--- src/hw/can_flag_pkg.sv ---
// Shared constants and types for the transceiver status flag block
package can_flag_pkg;

  // Clock period and documented or default filter times
  localparam int CLK_NS = 8;
  localparam int TXDTO_NS = 1_200_000;
  localparam int BUSDOM_NS = 1_400_000;
  localparam int UV_NS = 30_000;
  localparam int INHM_NS = 10_000;
  localparam int GOSLEEP_NS = 50_000;

  // Least times, rounded up to whole cycles
  localparam int TXDTO_CYC = (TXDTO_NS + CLK_NS - 1) / CLK_NS;
  localparam int BUSDOM_CYC = (BUSDOM_NS + CLK_NS - 1) / CLK_NS;
  localparam int UV_CYC = (UV_NS + CLK_NS - 1) / CLK_NS;
  localparam int INHM_CYC = (INHM_NS + CLK_NS - 1) / CLK_NS;
  localparam int GOSLEEP_CYC = (GOSLEEP_NS + CLK_NS - 1) / CLK_NS;

  localparam int CNT_W = 20;
  localparam logic [2:0] EDGE_LAST = 3'h3;

  // Register port
  localparam logic [1:0] ADDR_STATUS = 2'h0;
  localparam logic [1:0] ADDR_MODE = 2'h1;
  localparam logic [1:0] ADDR_CTRL = 2'h2;
  localparam int CTRL_WAKE_EN_BIT = 0;
  localparam logic CTRL_WAKE_EN_RST = 1'h1;

  typedef enum logic [2:0] {
    m_sleep,
    m_standby,
    m_gosleep,
    m_normal,
    m_silent
  } mode_type;

  typedef struct packed {
    logic [5:0] bus_short;
    logic rx_pad;
    logic bus_dom;
    logic remote_wake;
    logic io_below;
    logic core_below;
    logic battery_ok;
    logic mode_select_b_n;
    logic mode_select_a;
    logic inhibit_mask_in;
    logic local_wake_in;
    logic tx_in;
  } pins_type;

  // Recessive tx, released rx pad, everything else low
  localparam logic [16:0] PINS_IDLE = 17'h0_0401;

  typedef struct packed {
    logic inh_latched;
    logic bus_stuck_dominant;
    logic tx_rx_short;
    logic tx_dominant_timeout;
    logic tx_clamped;
    logic bus_fault;
    logic battery_low;
    logic io_supply_low;
    logic core_supply_low;
    logic inhibit_mask_change;
    logic wake_source_local;
    logic wake_source_valid;
    logic wake_request;
    logic cold_start;
  } flags_type;

endpackage

--- src/hw/can_status_flags.sv ---
// Status and fault flag logic of a CAN FD transceiver
//
// Added by the designer: strobed register access and the address map.
module can_status_flags #(
  parameter int TXDTO_CYC = can_flag_pkg::TXDTO_CYC,
  parameter int BUSDOM_CYC = can_flag_pkg::BUSDOM_CYC,
  parameter int UV_CYC = can_flag_pkg::UV_CYC,
  parameter int INHM_CYC = can_flag_pkg::INHM_CYC,
  parameter int GOSLEEP_CYC = can_flag_pkg::GOSLEEP_CYC
) (
  // Clock and reset
  input wire logic clk_i,
  input wire logic rst_i,
  // Pins and analogue comparators
  input wire can_flag_pkg::pins_type pins_i,
  // Register port
  input wire logic [1:0] addr_i,
  input wire logic [15:0] wdata_i,
  input wire logic wr_i,
  input wire logic rd_i,
  output logic [15:0] rdata_o,
  // Pins towards the controller and bus driver
  output logic fault_out_n_o,
  output logic fault_out_oe_o,
  output logic rx_out_o,
  output logic driver_en_o
);

  localparam int PW = $bits(can_flag_pkg::pins_type);
  localparam int CW = can_flag_pkg::CNT_W;

  if (TXDTO_CYC < 1 || BUSDOM_CYC < 1 || UV_CYC < 1 || INHM_CYC < 1 ||
      GOSLEEP_CYC < 1 || TXDTO_CYC >= 2**CW || BUSDOM_CYC >= 2**CW ||
      UV_CYC >= 2**CW || INHM_CYC >= 2**CW || GOSLEEP_CYC >= 2**CW)
  begin : g_bad
    $error("Timer parameter out of range");
  end

  ////////////////////////////////////////////////////////////////////////
  // Pin synchronisers: three stages, change taken when two and three agree
  logic [PW-1:0] s1_q, s2_q, s3_q, pin_q, prev_q;
  can_flag_pkg::pins_type p, pv;

  for (genvar i = 0; i < PW; i++)
  begin : g_sync
    always_ff @(posedge clk_i or posedge rst_i)
    begin
      if (rst_i)
      begin
        s1_q[i] <= can_flag_pkg::PINS_IDLE[i];
        s2_q[i] <= can_flag_pkg::PINS_IDLE[i];
        s3_q[i] <= can_flag_pkg::PINS_IDLE[i];
        pin_q[i] <= can_flag_pkg::PINS_IDLE[i];
      end
      else
      begin
        s1_q[i] <= pins_i[i];
        s2_q[i] <= s1_q[i];
        s3_q[i] <= s2_q[i];
        if (s2_q[i] == s3_q[i])
          pin_q[i] <= s3_q[i];
      end
    end
  end

  always_ff @(posedge clk_i or posedge rst_i)
  begin
    if (rst_i)
      prev_q <= can_flag_pkg::PINS_IDLE;
    else
      prev_q <= pin_q;
  end

  assign p = can_flag_pkg::pins_type'(pin_q);
  assign pv = can_flag_pkg::pins_type'(prev_q);

  wire tx_rise = p.tx_in & ~pv.tx_in;
  wire tx_fall = ~p.tx_in & pv.tx_in;
  wire bat_rise = p.battery_ok & ~pv.battery_ok;
  wire bus_release = ~p.bus_dom & pv.bus_dom;
  wire remote_rise = p.remote_wake & ~pv.remote_wake;

  ////////////////////////////////////////////////////////////////////////
  // Registers and mode
  logic wake_en_q;
  can_flag_pkg::flags_type f_q, f_d;
  can_flag_pkg::mode_type mode_q, mode_d, req_mode;
  logic [CW-1:0] gs_cnt_q, core_cnt_q, io_cnt_q, inh_cnt_q;
  logic [CW-1:0] dto_cnt_q, txrx_cnt_q, dom_cnt_q;
  logic [2:0] src_cnt_q, bad_cnt_q, good_cnt_q;
  logic short_seen_q, ent_low_q, ent_norm_q;

  // Mode pins: a high with b_n high is normal, both low is standby
  always_comb
  begin
    unique case ({p.mode_select_a, p.mode_select_b_n})
      2'b11: req_mode = can_flag_pkg::m_normal;
      2'b01: req_mode = can_flag_pkg::m_silent;
      2'b10: req_mode = can_flag_pkg::m_gosleep;
      2'b00: req_mode = can_flag_pkg::m_standby;
    endcase
  end

  wire low_q = mode_q == can_flag_pkg::m_standby ||
               mode_q == can_flag_pkg::m_gosleep ||
               mode_q == can_flag_pkg::m_sleep;
  wire gs_done = gs_cnt_q == CW'(GOSLEEP_CYC);

  always_comb
  begin
    mode_d = req_mode;
    if (!p.battery_ok)
      mode_d = can_flag_pkg::m_standby;
    else if (f_q.core_supply_low || f_q.io_supply_low)
      mode_d = can_flag_pkg::m_sleep;
    else
    begin
      unique case (mode_q)
        can_flag_pkg::m_sleep:
          if (f_q.wake_request)
            mode_d = can_flag_pkg::m_standby;
          else if (req_mode != can_flag_pkg::m_normal &&
                   req_mode != can_flag_pkg::m_silent)
            mode_d = can_flag_pkg::m_sleep;
        can_flag_pkg::m_gosleep:
          if (req_mode == can_flag_pkg::m_gosleep)
          begin
            if (f_q.wake_request)
              mode_d = can_flag_pkg::m_standby;
            else if (gs_done)
              mode_d = can_flag_pkg::m_sleep;
            else
              mode_d = can_flag_pkg::m_gosleep;
          end
        default:
          if (req_mode == can_flag_pkg::m_gosleep && f_q.wake_request)
            mode_d = mode_q;
      endcase
    end
  end

  wire mode_chg = mode_d != mode_q;
  wire into_clr = mode_chg && mode_d != can_flag_pkg::m_silent;
  wire enter_norm = mode_chg && mode_d == can_flag_pkg::m_normal;
  wire leave_norm = mode_chg && mode_q == can_flag_pkg::m_normal;
  wire enter_sil = mode_chg && mode_d == can_flag_pkg::m_silent;
  wire act_q = mode_q == can_flag_pkg::m_normal ||
               mode_q == can_flag_pkg::m_silent;
  wire norm_q = mode_q == can_flag_pkg::m_normal;
  wire enter_act = mode_chg && !act_q &&
                   (mode_d == can_flag_pkg::m_normal ||
                    mode_d == can_flag_pkg::m_silent);

  ////////////////////////////////////////////////////////////////////////
  // Events
  wire local_wu = (p.local_wake_in ^ pv.local_wake_in) & wake_en_q;
  wire wake_set = (low_q & (local_wu | remote_rise)) | bat_rise;
  // A wake restarts the filters, so a stale full count must not set
  wire core_set = p.core_below && core_cnt_q == CW'(UV_CYC) &&
                  !wake_set;
  wire io_set = p.io_below && io_cnt_q == CW'(UV_CYC) &&
                !wake_set;
  wire uv_set = core_set | io_set;
  wire bus_bad = short_seen_q | (~p.tx_in & (|p.bus_short));
  wire txrx_cond = ~p.tx_in & ~p.rx_pad & rx_out_o;
  wire local_any = f_q.tx_clamped | f_q.tx_dominant_timeout |
                   f_q.tx_rx_short | f_q.bus_stuck_dominant;

  ////////////////////////////////////////////////////////////////////////
  // Flag next state: clears first, sets after so a set wins, then battery low clears all
  always_comb
  begin
    f_d = f_q;
    f_d.battery_low = 1'b0;
    if (enter_norm)
      f_d.cold_start = 1'b0;
    if (enter_norm || uv_set)
      f_d.wake_request = 1'b0;
    if (leave_norm || uv_set ||
        (norm_q && tx_fall && src_cnt_q == can_flag_pkg::EDGE_LAST))
      f_d.wake_source_valid = 1'b0;
    if (into_clr)
    begin
      f_d.inhibit_mask_change = 1'b0;
      f_d.tx_dominant_timeout = 1'b0;
      f_d.tx_rx_short = 1'b0;
      f_d.bus_stuck_dominant = 1'b0;
    end
    if (!p.core_below || wake_set)
      f_d.core_supply_low = 1'b0;
    if (!p.io_below || wake_set)
      f_d.io_supply_low = 1'b0;
    if (leave_norm || (norm_q && tx_rise && !bus_bad &&
        good_cnt_q == can_flag_pkg::EDGE_LAST))
      f_d.bus_fault = 1'b0;
    if (bat_rise || ((enter_act && p.tx_in) ||
        (act_q && p.tx_in && p.bus_dom)) &&
        !(f_q.tx_dominant_timeout | f_q.tx_rx_short |
          f_q.bus_stuck_dominant))
      f_d.tx_clamped = 1'b0;
    if (tx_rise)
      f_d.tx_dominant_timeout = 1'b0;
    if (tx_rise && p.bus_dom)
      f_d.tx_rx_short = 1'b0;
    if (bus_release)
      f_d.bus_stuck_dominant = 1'b0;

    if (wake_set)
      f_d.wake_request = 1'b1;
    if (wake_set && !f_q.wake_source_valid)
    begin
      f_d.wake_source_valid = 1'b1;
      f_d.wake_source_local = local_wu | bat_rise;
    end
    if (bat_rise)
      f_d.cold_start = 1'b1;
    if (core_set)
      f_d.core_supply_low = 1'b1;
    if (io_set)
      f_d.io_supply_low = 1'b1;
    if (mode_q == can_flag_pkg::m_silent && inh_cnt_q == CW'(INHM_CYC))
    begin
      f_d.inhibit_mask_change = 1'b1;
      f_d.inh_latched = p.inhibit_mask_in;
    end
    if (norm_q && tx_rise && bus_bad &&
        bad_cnt_q == can_flag_pkg::EDGE_LAST)
      f_d.bus_fault = 1'b1;
    if (enter_act && !p.tx_in)
      f_d.tx_clamped = 1'b1;
    if (act_q && !p.tx_in && dto_cnt_q == CW'(TXDTO_CYC))
      f_d.tx_dominant_timeout = 1'b1;
    if (act_q && txrx_cond && txrx_cnt_q == CW'(TXDTO_CYC - 1))
      f_d.tx_rx_short = 1'b1;
    if (act_q && p.bus_dom && dom_cnt_q == CW'(BUSDOM_CYC))
      f_d.bus_stuck_dominant = 1'b1;

    if (!p.battery_ok)
    begin
      f_d = '0;
      f_d.battery_low = 1'b1;
    end
  end

  ////////////////////////////////////////////////////////////////////////
  // Timers and edge counters
  function automatic logic [CW-1:0] tick(input logic run,
                                         input logic [CW-1:0] c,
                                         input int lim);
    tick = !run ? '0 : (c == CW'(lim)) ? c : c + CW'(1);
  endfunction

  always_ff @(posedge clk_i or posedge rst_i)
  begin
    if (rst_i)
    begin
      gs_cnt_q <= '0;
      core_cnt_q <= '0;
      io_cnt_q <= '0;
      inh_cnt_q <= '0;
      dto_cnt_q <= '0;
      txrx_cnt_q <= '0;
      dom_cnt_q <= '0;
    end
    else
    begin
      gs_cnt_q <= tick(mode_q == can_flag_pkg::m_gosleep, gs_cnt_q,
                       GOSLEEP_CYC);
      core_cnt_q <= tick(p.core_below && !wake_set, core_cnt_q,
                         UV_CYC);
      io_cnt_q <= tick(p.io_below && !wake_set, io_cnt_q, UV_CYC);
      inh_cnt_q <= tick(mode_q == can_flag_pkg::m_silent &&
                        p.inhibit_mask_in != f_q.inh_latched &&
                        inh_cnt_q != CW'(INHM_CYC), inh_cnt_q,
                        INHM_CYC);
      dto_cnt_q <= tick(act_q && !p.tx_in, dto_cnt_q, TXDTO_CYC);
      txrx_cnt_q <= tick(act_q && txrx_cond, txrx_cnt_q, TXDTO_CYC);
      dom_cnt_q <= tick(act_q && p.bus_dom, dom_cnt_q, BUSDOM_CYC);
    end
  end

  always_ff @(posedge clk_i or posedge rst_i)
  begin
    if (rst_i)
    begin
      src_cnt_q <= '0;
      bad_cnt_q <= '0;
      good_cnt_q <= '0;
      short_seen_q <= 1'b0;
    end
    else if (!norm_q)
    begin
      src_cnt_q <= '0;
      bad_cnt_q <= '0;
      good_cnt_q <= '0;
      short_seen_q <= 1'b0;
    end
    else
    begin
      if (tx_fall && f_q.wake_source_valid)
        src_cnt_q <= src_cnt_q + 3'h1;
      if (tx_rise)
      begin
        short_seen_q <= 1'b0;
        bad_cnt_q <= bus_bad ? bad_cnt_q + 3'h1 : 3'h0;
        good_cnt_q <= bus_bad ? 3'h0 : good_cnt_q + 3'h1;
      end
      else if (bus_bad)
        short_seen_q <= 1'b1;
    end
  end

  ////////////////////////////////////////////////////////////////////////
  // State, register port and pin outputs
  wire fault_low =
    (norm_q && ((f_q.wake_source_valid && f_q.wake_source_local) ||
                f_q.bus_fault)) ||
    (mode_q == can_flag_pkg::m_silent &&
     ((f_q.cold_start && ent_low_q) || f_q.inhibit_mask_change ||
      (local_any && ent_norm_q))) ||
    (mode_q == can_flag_pkg::m_standby && f_q.wake_request);

  wire [15:0] rd_sel =
    addr_i == can_flag_pkg::ADDR_STATUS ? 16'(f_q) :
    addr_i == can_flag_pkg::ADDR_MODE ? 16'(mode_q) :
    addr_i == can_flag_pkg::ADDR_CTRL ? 16'(wake_en_q) : 16'h0000;

  always_ff @(posedge clk_i or posedge rst_i)
  begin
    if (rst_i)
    begin
      mode_q <= can_flag_pkg::m_standby;
      f_q <= '0;
      ent_low_q <= 1'b0;
      ent_norm_q <= 1'b0;
      wake_en_q <= can_flag_pkg::CTRL_WAKE_EN_RST;
      rdata_o <= 16'h0000;
      fault_out_n_o <= 1'b1;
      fault_out_oe_o <= 1'b1;
      rx_out_o <= 1'b1;
      driver_en_o <= 1'b0;
    end
    else
    begin
      mode_q <= mode_d;
      f_q <= f_d;
      if (enter_sil)
      begin
        ent_low_q <= low_q;
        ent_norm_q <= norm_q;
      end
      if (wr_i && addr_i == can_flag_pkg::ADDR_CTRL)
        wake_en_q <= wdata_i[can_flag_pkg::CTRL_WAKE_EN_BIT];
      rdata_o <= rd_i ? rd_sel : 16'h0000;
      fault_out_n_o <= !fault_low;
      fault_out_oe_o <= mode_q != can_flag_pkg::m_sleep;
      rx_out_o <= !(f_q.wake_request && !act_q) && !p.bus_dom;
      driver_en_o <= norm_q && !(f_q.tx_clamped |
                     f_q.tx_dominant_timeout | f_q.tx_rx_short);
    end
  end
endmodule

--- config.mk ---
export PLATFORM = sky130hd
export DESIGN_NAME = can_status_flags
export DESIGN_NICKNAME = d
export VERILOG_FILES = /design/src/hw/can_flag_pkg.sv /design/src/hw/can_status_flags.sv
export SDC_FILE = /design/constraint.sdc
export NUM_CORES = 1
export LEC_CHECK = 0
export BUFFER_PORTS_ARGS = -buffer_cell sky130_fd_sc_hd__clkbuf_2
export CELL_PAD_IN_SITES_DETAIL_PLACEMENT = 0
export CELL_PAD_IN_SITES_GLOBAL_PLACEMENT = 1
export CORE_MARGIN = 4
export CORE_UTILIZATION = 48
export CTS_BUF_LIST = sky130_fd_sc_hd__clkbuf_8
export CTS_CLUSTER_DIAMETER = 100
export DETAILED_ROUTE_END_ITERATION = 10
export GPL_TIMING_DRIVEN = 0
export PLACE_DENSITY_LB_ADDON = 0.1
export RECOVER_POWER = 50
export SYNTH_ARGS = -nofsm -noshare
export SYNTH_HDL_FRONTEND = slang
export SYNTH_SLANG_ARGS = --single-unit
--- constraint.sdc ---
create_clock -name clk_i -period 10.9 [get_ports clk_i]
set_clock_uncertainty 0.05 [all_clocks]
set_input_delay 2.18 -clock clk_i [delete_from_list [all_inputs] [get_ports clk_i]]
set_output_delay 2.18 -clock clk_i [all_outputs]
set_load 0.03 [all_outputs]
==> impl_summary.md, run 1 <==
Outcome
The run finished with clean final reports.

Power and ir drop
In this run the static leakage power is 0.00561 uW. The power density normalized to cell area is 166 nW/um^2. The sequential group share of total power is 0.479. The maximum VDD drop is 115 uV.

Of the total power, the clock network draws 0.420. The total net switching power is 567 uW. Of the total power, combinational logic draws 0.101.

The switching fraction of total power is 0.259. The internal power is 1620 uW.

Global route
The first global-routing pass estimated 38200 um of wire. Entering global routing, the biggest net connects 126 pins. The sum of overflow across all layers after global routing is 0. The number of antenna violations at the first check in global routing came to 0.

The via count of the first global-routing pass is 7840. The total global-route track usage is 0.173.

Clock tree
TritonCTS built the clock tree. The maximum buffer depth of the clock tree is 3. After clock tree synthesis, the setup repair step added 0 buffers. The TritonCTS sink count is 261. Counting the buffers created by CTS gives 44. The number of gates resized after CTS was 0. The number of H-tree levels is 2. The clock network latency to the later pin of the worst-skew pair is 540 ps. The quantity of hold-fixing buffers added after cts is 0. The tree is rooted in a sky130_fd_sc_hd__clkbuf_8. The clock input transition at the sequential cells of the worst setup and hold paths is 60 ps.

Synthesis
The largest area contributor in the netlist is sky130_fd_sc_hd__dfrtp_1. Synthesis produced a netlist whose cell count is 1095. By instance count, the leading cell after synthesis is sky130_fd_sc_hd__dfrtp_1.

Yosys printed 0 warnings. The top cell type's share of synthesized area is 0.533. The average instance area after synthesis is 10.6 sq um. The synthesized design contains 261 register bits. After synthesis, the netlist uses 69 different library cells. After synthesis, the share of flip-flops with an asynchronous set or reset is 1.00. In the synthesized netlist, the cells that appear most often are 247 x sky130_fd_sc_hd__dfrtp_1, 189 x sky130_fd_sc_hd__nor2_1, 79 x sky130_fd_sc_hd__xor2_1. Sorting the synthesized cells by area gives the leading types as sky130_fd_sc_hd__dfrtp_1 53%, sky130_fd_sc_hd__nor2_1 6.1%, sky130_fd_sc_hd__xor2_1 6.0%. The number of flops mapped to enable cells by yosys is 0. The most frequently used flop master after synthesis is sky130_fd_sc_hd__dfrtp_1.

The cell area that synthesis handed to floorplanning was 11600 sq um. Of the synthesized area, sequential elements account for 0.564.

STA
The total of endpoints with negative setup slack in the final report is 0. The tightest hold path in the finished design has a slack of 296 ps. Headroom to the max-slew limit came out at 0.295. The highest clock rate is 0.285 GHz. The number of hold violations in the final report is 0. After routing, the total negative slack on setup checks comes to 0 ps.

The count of pins over their slew limit was 0. Setup repair after global routing left no endpoint under its margin. The minimum clock period after layout is 3510 ps. For the pin with the worst max-slew slack, the measured transition is 1050 ps.

In the post-route analysis, the smallest setup slack over all paths is 7390 ps. The final cycle utilization of the critical path is 0.322.

Critical path
The sort of element at the end of the critical path is an output port. The required time of the critical path is 8670 ps. The number of buffer and inverter stages on the critical path is 1. The maximum net fanout on the critical path is 1. The slowest cell on the critical path is sky130_fd_sc_hd__dfstp_2. In this design, the stage delay of the slowest critical-path cell is 540 ps. Walking the worst path, the cells encountered are clkbuf_2. The category of the worst setup path launch point is a flip-flop. Broken down by cell family, the worst path's largest delay share belongs to flip-flops. The worst setup path is of the reg -> out kind. Data arrives at the worst endpoint at 1280 ps.

Cells and area
The area growth from synthesis to layout is 13.8%. The finished layout holds 1538 standard cells, fillers aside. The post-route standard cell area excluding fillers is 13200 sq um. In the final layout, the share of cells above drive strength 1 is 0.111. The number of antenna diodes in the final layout is 0. The net count reported at finish is 1248.

Placement
Input and output buffers added on the ports amount to 40. The post-DP HPWL is 14800 um. The number of placed instances with taps included is 1457. The placer's final routability congestion estimate is 0.800.

Once placement finished, the instance area stood at 12300 sq um. Timing analysis after detailed placement gives a worst setup slack of 7490 ps.

Floorplan
During I/O placement, the number of pins put on the boundary was 59. The region available for standard cell placement spans 23600 sq um. The effective utilization at floorplan is 0.491. From bottom edge to top edge, the die measures 163 um.

The die is 163 um wide. The area of the die is 26700 sq um. After floorplanning, the core was divided into 56 placement rows.

Detailed routing
After detailed routing, the average wire length per cell comes to 14.2 um. The detail-routed via count per cell is 5.08. The detailed router finished its first iteration with 358 violations. The total iterations of the first detailed-routing run is 4.

In the routed design, unresolved DRC markers number 0. The routed via count is 7808. The remaining antenna violation count is 0. The routed wire length is 21900 um.

Run
Max-cap violations in this run came to 0.

Hold path
The path category of the worst min-delay check is reg -> reg.
## area by class of cell
type                            instances  area [sq um]
Fill cell                            2172         10400
Sequential cell                       261          6550
Multi-Input combinational cell        766          4770
Clock buffer                           56           771
Tap cell                              319           399
Timing Repair Buffer                   42           253
Clock inverter                         25           190
Inverter                               39           148
Buffer                                 30           125
## logic make-up after synthesis
family          count (synthesis)  synth area share
mux                             9           0.00830
fa+ha+maj                      43            0.0425
xor+xnor                      123            0.0929
buf+inv                        69            0.0236
simple gates                  485             0.210
other cells                     1          0.000323
compound gates                104            0.0583
flops                         261             0.564
## stage by stage
stage               utilization  power, uW
floorplan                     -       1220
global placement          0.517       1290
detailed placement        0.520       1290
CTS                       0.560       2230
global route              0.559       2300
finish                    0.559       2190
## power groups by stage
stage	clock network (uW)	logic, uW	registers (uW)
floorplan	0	153	1070
global placement	0	224	1070
detailed placement	0	229	1070
CTS	955	230	1050
global route	1000	250	1050
finish	920	222	1050
## final timing paths
kind / from / end / slack [ps] / cells after the start
hold / removal: s1_q[2]$_DFF_PP0_ / s2_q[2]$_DFF_PP0_ / 300 / 0
max in group asynchronous: rst_i / s1_q[13]$_DFF_PP0_ / 7920 / 3
setup reg to reg: mode_q[2]$_DFF_PP0_ / f_q[12]$_DFFE_PP0P_ / 8080 / 6
setup / recovery: fault_out_oe_o$_DFF_PP1_ / fault_out_oe_o / 7390 / 1
min in group asynchronous: rst_i / dom_cnt_q[8]$_DFFE_PP0P_ / 1770 / 2
hold reg to reg: s1_q[2]$_DFF_PP0_ / s2_q[2]$_DFF_PP0_ / 300 / 0
## state kept, by name, summed over array words and instances, names as in the netlist, 20 cells and up
| name | flops |
|---|---|
| gs_cnt_q | 20 |
| dto_cnt_q | 20 |
| dom_cnt_q | 20 |
| io_cnt_q | 20 |
| txrx_cnt_q | 20 |
| core_cnt_q | 20 |
| inh_cnt_q | 20 |
## layout by cell type (no fill, tap or decap), types with 10 or more instances in the layout
cell type,netlist,routed
sky130_fd_sc_hd__maj3_1,18,18
sky130_fd_sc_hd__inv_1,38,49
sky130_fd_sc_hd__and2_1,17,16
sky130_fd_sc_hd__and4_1,12,12
sky130_fd_sc_hd__clkbuf_8,0,56
sky130_fd_sc_hd__o21ai_0,18,18
sky130_fd_sc_hd__or3_1,13,13
sky130_fd_sc_hd__dfrtp_1,247,247
sky130_fd_sc_hd__nand4_1,34,34
sky130_fd_sc_hd__nand3_1,50,50
sky130_fd_sc_hd__nand2_1,65,65
sky130_fd_sc_hd__nor4_1,11,11
sky130_fd_sc_hd__nor3_1,20,20
sky130_fd_sc_hd__nor2_1,189,189
sky130_fd_sc_hd__nor2b_1,10,10
sky130_fd_sc_hd__dfstp_2,14,11
sky130_fd_sc_hd__and3_1,19,19
sky130_fd_sc_hd__xnor2_1,44,44
sky130_fd_sc_hd__a21oi_1,40,40
sky130_fd_sc_hd__xor2_1,79,79
sky130_fd_sc_hd__ha_1,25,25
sky130_fd_sc_hd__clkbuf_2,0,38
sky130_fd_sc_hd__clkbuf_1,24,28
## routing by layer
metal / up-vias / wire [um] / track usage
met2: 106 / 9920 / 0.269
met5: - / 0 / 0
met4: 0 / 404 / 0.0488
li1: 3931 / - / -
met1: 3736 / 10800 / 0.249
met3: 35 / 769 / 0.0333
Note: power is estimated with default switching activity, not from simulation.
==> inputs of run 2 (changes only) <==
--- a/config.mk
+++ b/config.mk
@@ -9,7 +9,7 @@
 export CELL_PAD_IN_SITES_DETAIL_PLACEMENT = 0
 export CELL_PAD_IN_SITES_GLOBAL_PLACEMENT = 1
 export CORE_MARGIN = 4
-export CORE_UTILIZATION = 48
+export CORE_UTILIZATION = 46
 export CTS_BUF_LIST = sky130_fd_sc_hd__clkbuf_8
 export CTS_CLUSTER_DIAMETER = 100
 export DETAILED_ROUTE_END_ITERATION = 10
==> constraint.sdc (replaced) <==
create_clock -name clk_i -period 3.12 [get_ports clk_i]
set_clock_uncertainty 0.05 [all_clocks]
set_input_delay 0.624 -clock clk_i [delete_from_list [all_inputs] [get_ports clk_i]]
set_output_delay 0.624 -clock clk_i [all_outputs]
set_load 0.03 [all_outputs]
==> run 2 against run 1 <==
- the run now ends with max-capacitance violations, max-slew violations left
- hold slack worse by 190 ps
- critical endpoint is now ent_low_q$_DFFE_PP0P_
- register-to-register slack worse by 7700 ps
- via count is 1.1% higher
- critical path depth is 8 higher
- setup slack worse by 7000 ps
- die area is 4.1% higher
- first-iteration DRC count is 14% higher
- non-clock buffer count is 5 higher
- power grew to 3.4 times the previous value
- routed wire length is 0.94% higher
- utilization is 2.1 points lower
==> impl_summary.md, run 2 (synthesized netlist as in run 1, its figures left out) <==
Outcome
Status: complete, but fails checks (was completed). The checks that failed: max-capacitance violations, max-slew violations.

Critical path
The cell family with the largest share of critical-path delay is compound AO/OA/AOI/OAI gates (was flip-flops). The kind of critical path was reg -> reg (was reg -> out). The required time of the critical path is 3510 ps (was 8670 ps). The slowest cell on the critical path was sky130_fd_sc_hd__a2111o_1 (was sky130_fd_sc_hd__dfstp_2).

The category of the worst setup path launch point is a flip-flop (unchanged). Sequence of cells on the critical path: inv_1 -> ha_1 -> buf_4 -> mux2i_1 -> a2111o_1 -> a221oi_2 -> a21boi_1 -> a211o_1 -> mux2_4 (was clkbuf_2). The delay contributed by the slowest stage of the critical path was 440 ps (was 540 ps). The sort of element at the end of the critical path is a flip-flop (was output port).

The number of buffer and inverter stages on the critical path is 2 (was 1). The maximum net fanout on the critical path was 9 (was 1). The worst path arrival time was 3110 ps (was 1280 ps).

Cells and area
The final core utilization is 0.539 (was 0.559). The net count reported at finish came to 1254 (was 1248). The layout cell share with drive strength beyond 1 is 0.111 (about the same). Most used cells in the layout excluding fill and tap cells: 247 x sky130_fd_sc_hd__dfrtp_1, 189 x sky130_fd_sc_hd__nor2_1, 79 x sky130_fd_sc_hd__xor2_1, 65 x sky130_fd_sc_hd__nand2_1, 59 x sky130_fd_sc_hd__inv_1 (was 247 x sky130_fd_sc_hd__dfrtp_1, 189 x sky130_fd_sc_hd__nor2_1, 79 x sky130_fd_sc_hd__xor2_1, 65 x sky130_fd_sc_hd__nand2_1, 56 x sky130_fd_sc_hd__clkbuf_8). The layout overhead on the synthesized area came to 13.9% (was 13.8%). The final non-filler cell total came to 1551 (was 1538). The leading cell type in the layout, fill and taps excluded is sky130_fd_sc_hd__dfrtp_1 (unchanged).

The number of filler cells placed in the layout is 2256 (was 2172). The antenna diode count came to 0 (unchanged).

Run
The reported max-cap violation count is 2 (was 0).

Detailed routing
The routed via count was 7893 (was 7808). The routed wire length is 22100 um (was 21900 um). The remaining antenna violation count is 0 (unchanged). The detail-routed net length per standard cell is 14.3 um (was 14.2 um). The post-detailed-route DRC marker count is 0 (unchanged). The detail-routed via count per cell was 5.09 (was 5.08). The number of violations reported at the end of detailed-routing iteration 0 came to 407 (was 358). The total iterations of the first detailed-routing run is 4 (unchanged).

Floorplan
The total core area was 24500 sq um (was 23600 sq um). The overall die width is 167 um (was 163 um). The effective utilization at floorplan was 0.473 (was 0.491). The area of the die came to 27800 sq um (was 26700 sq um).

The I/O pin count is 59 (unchanged). The die span in y is 167 um (was 163 um). The total number of placement rows was 57 (was 56).

Clock tree
The number of buffers inserted during clock tree synthesis is 45 (was 44). The post-cts resize count came to 0 (unchanged). The post-CTS repair timing setup buffer count is 0 (unchanged). The clock tree from TritonCTS was yes (unchanged). The library cell used as clock root buffer is sky130_fd_sc_hd__clkbuf_8 (unchanged). The number of H-tree levels is 2 (unchanged). The TritonCTS sink count came to 261 (unchanged). The clock network latency to the later pin of the worst-skew pair came to 550 ps (was 540 ps). The quantity of hold-fixing buffers added after cts is 0 (unchanged). The clock input transition at the sequential cells of the worst setup and hold paths is 60 ps (about the same).

The maximum buffer depth of the clock tree was 3 (unchanged).

Power and ir drop
The clock power share was 0.406 (was 0.420). The power density normalized to cell area is 567 nW/um^2 (was 166 nW/um^2). The share of power burned in combinational logic is 0.105 (was 0.101). The switching fraction of total power is 0.267 (was 0.259).

The static power due to leakage was 0.00565 uW (was 0.00561 uW). The maximum VDD drop is 456 uV (was 115 uV). The total net switching power is 2000 uW (was 567 uW). The sequential group share of total power is 0.489 (was 0.479). The internal power is 5500 uW (was 1620 uW).

Global route
The number of antenna violations at the first check in global routing is 0 (unchanged). The via count of the first global-routing pass came to 7852 (was 7840). The total global-route track usage is 0.163 (was 0.173). The maximum number of pins on one net before global-route repair is 45 (was 126). The sum of overflow across all layers after global routing is 0 (unchanged). The first-pass GRT wire length is 38600 um (was 38200 um).

Placement
The placer's final routability congestion estimate is 0.766 (was 0.800). The post-DP HPWL is 15200 um (was 14800 um). The quantity of I/O buffers inserted on ports is 40 (unchanged).

The number of placed instances with taps included is 1467 (was 1457).

STA
The total of endpoints with negative setup slack in the final report is 0 (unchanged). RSZ-0062 raised after global routing: no (unchanged). The transition time at the pin with the least slew margin came to 1800 ps (was 1050 ps). The final cycle utilization of the critical path is 0.872.

The highest clock rate is 0.368 GHz. The number of hold violations in the final report is 0 (unchanged). The minimum clock period after layout is 2720 ps. The worst slew margin relative to its limit came to -0.200 (was 0.295). The count of pins over their slew limit is 62 (was 0). The worst hold margin is 104 ps (was 296 ps).

Hold path
The path category of the worst min-delay check is in -> reg (was reg -> reg).
-- run 2: per-layer routing --
layer | vias to the layer above | share of wire | track usage
met4 | 0 | 0.020 | 0.0455
met3 | 38 | 0.036 | 0.0308
li1 | 3946 | - | -
met1 | 3808 | 0.51 | 0.241
met5 | - | 0 | 0
met2 | 101 | 0.44 | 0.248
-- run 2: final cells by class --
class	count	area (sq um)	share of cell area
plain buffers	30	128	0.00966
well taps	324	405	0.0307
clock buffers	55	757	0.0573
flip-flops and latches	261	6550	0.496
repair buffers	47	292	0.0221
clock inverters	29	153	0.0116
inverters	39	148	0.0112
multi-input cells	766	4780	0.362
-- run 2: final timing paths --
kind / depth (start not counted) / from / to / slack (ps)
setup / recovery: 9 / p[4]$_DFFE_PP0N_ / ent_low_q$_DFFE_PP0P_ / 400
hold / removal: 1 / pins_i[0] / s1_q[0]$_DFF_PP1_ / 100
setup reg to reg: 9 / p[4]$_DFFE_PP0N_ / ent_low_q$_DFFE_PP0P_ / 400
hold reg to reg: 0 / s1_q[2]$_DFF_PP0_ / s2_q[2]$_DFF_PP0_ / 290
max in group asynchronous: 3 / rst_i / inh_cnt_q[19]$_DFFE_PP0P_ / 780
min in group asynchronous: 2 / rst_i / dom_cnt_q[11]$_DFFE_PP0P_ / 130
-- run 2: power by group through the flow --
stage | clock [uW] | sequential (uW) | combinational [uW]
CTS | 3160 | 3670 | 810
finish | 3050 | 3670 | 786
global route | 3320 | 3680 | 890
detailed placement | 0 | 3730 | 807
floorplan | 0 | 3730 | 536
global placement | 0 | 3730 | 780
-- run 2: through the flow --
| stage | setup WS (ps) | total power (uW) | TNS, ps | cell area [sq um] |
|---|---|---|---|---|
| 3_5_place_dp | 406 | 4530 | 0 | 12400 |
| 6_report | 401 | 7500 | 0 | 13200 |
| 2_1_floorplan | -984 | 4270 | -244170 | 11600 |
| 5_1_grt | 155 | 7890 | 0 | 13200 |
| 4_1_cts | 399 | 7640 | 0 | 13300 |
| 3_3_place_gp | -2610 | 4510 | -653460 | 12200 |
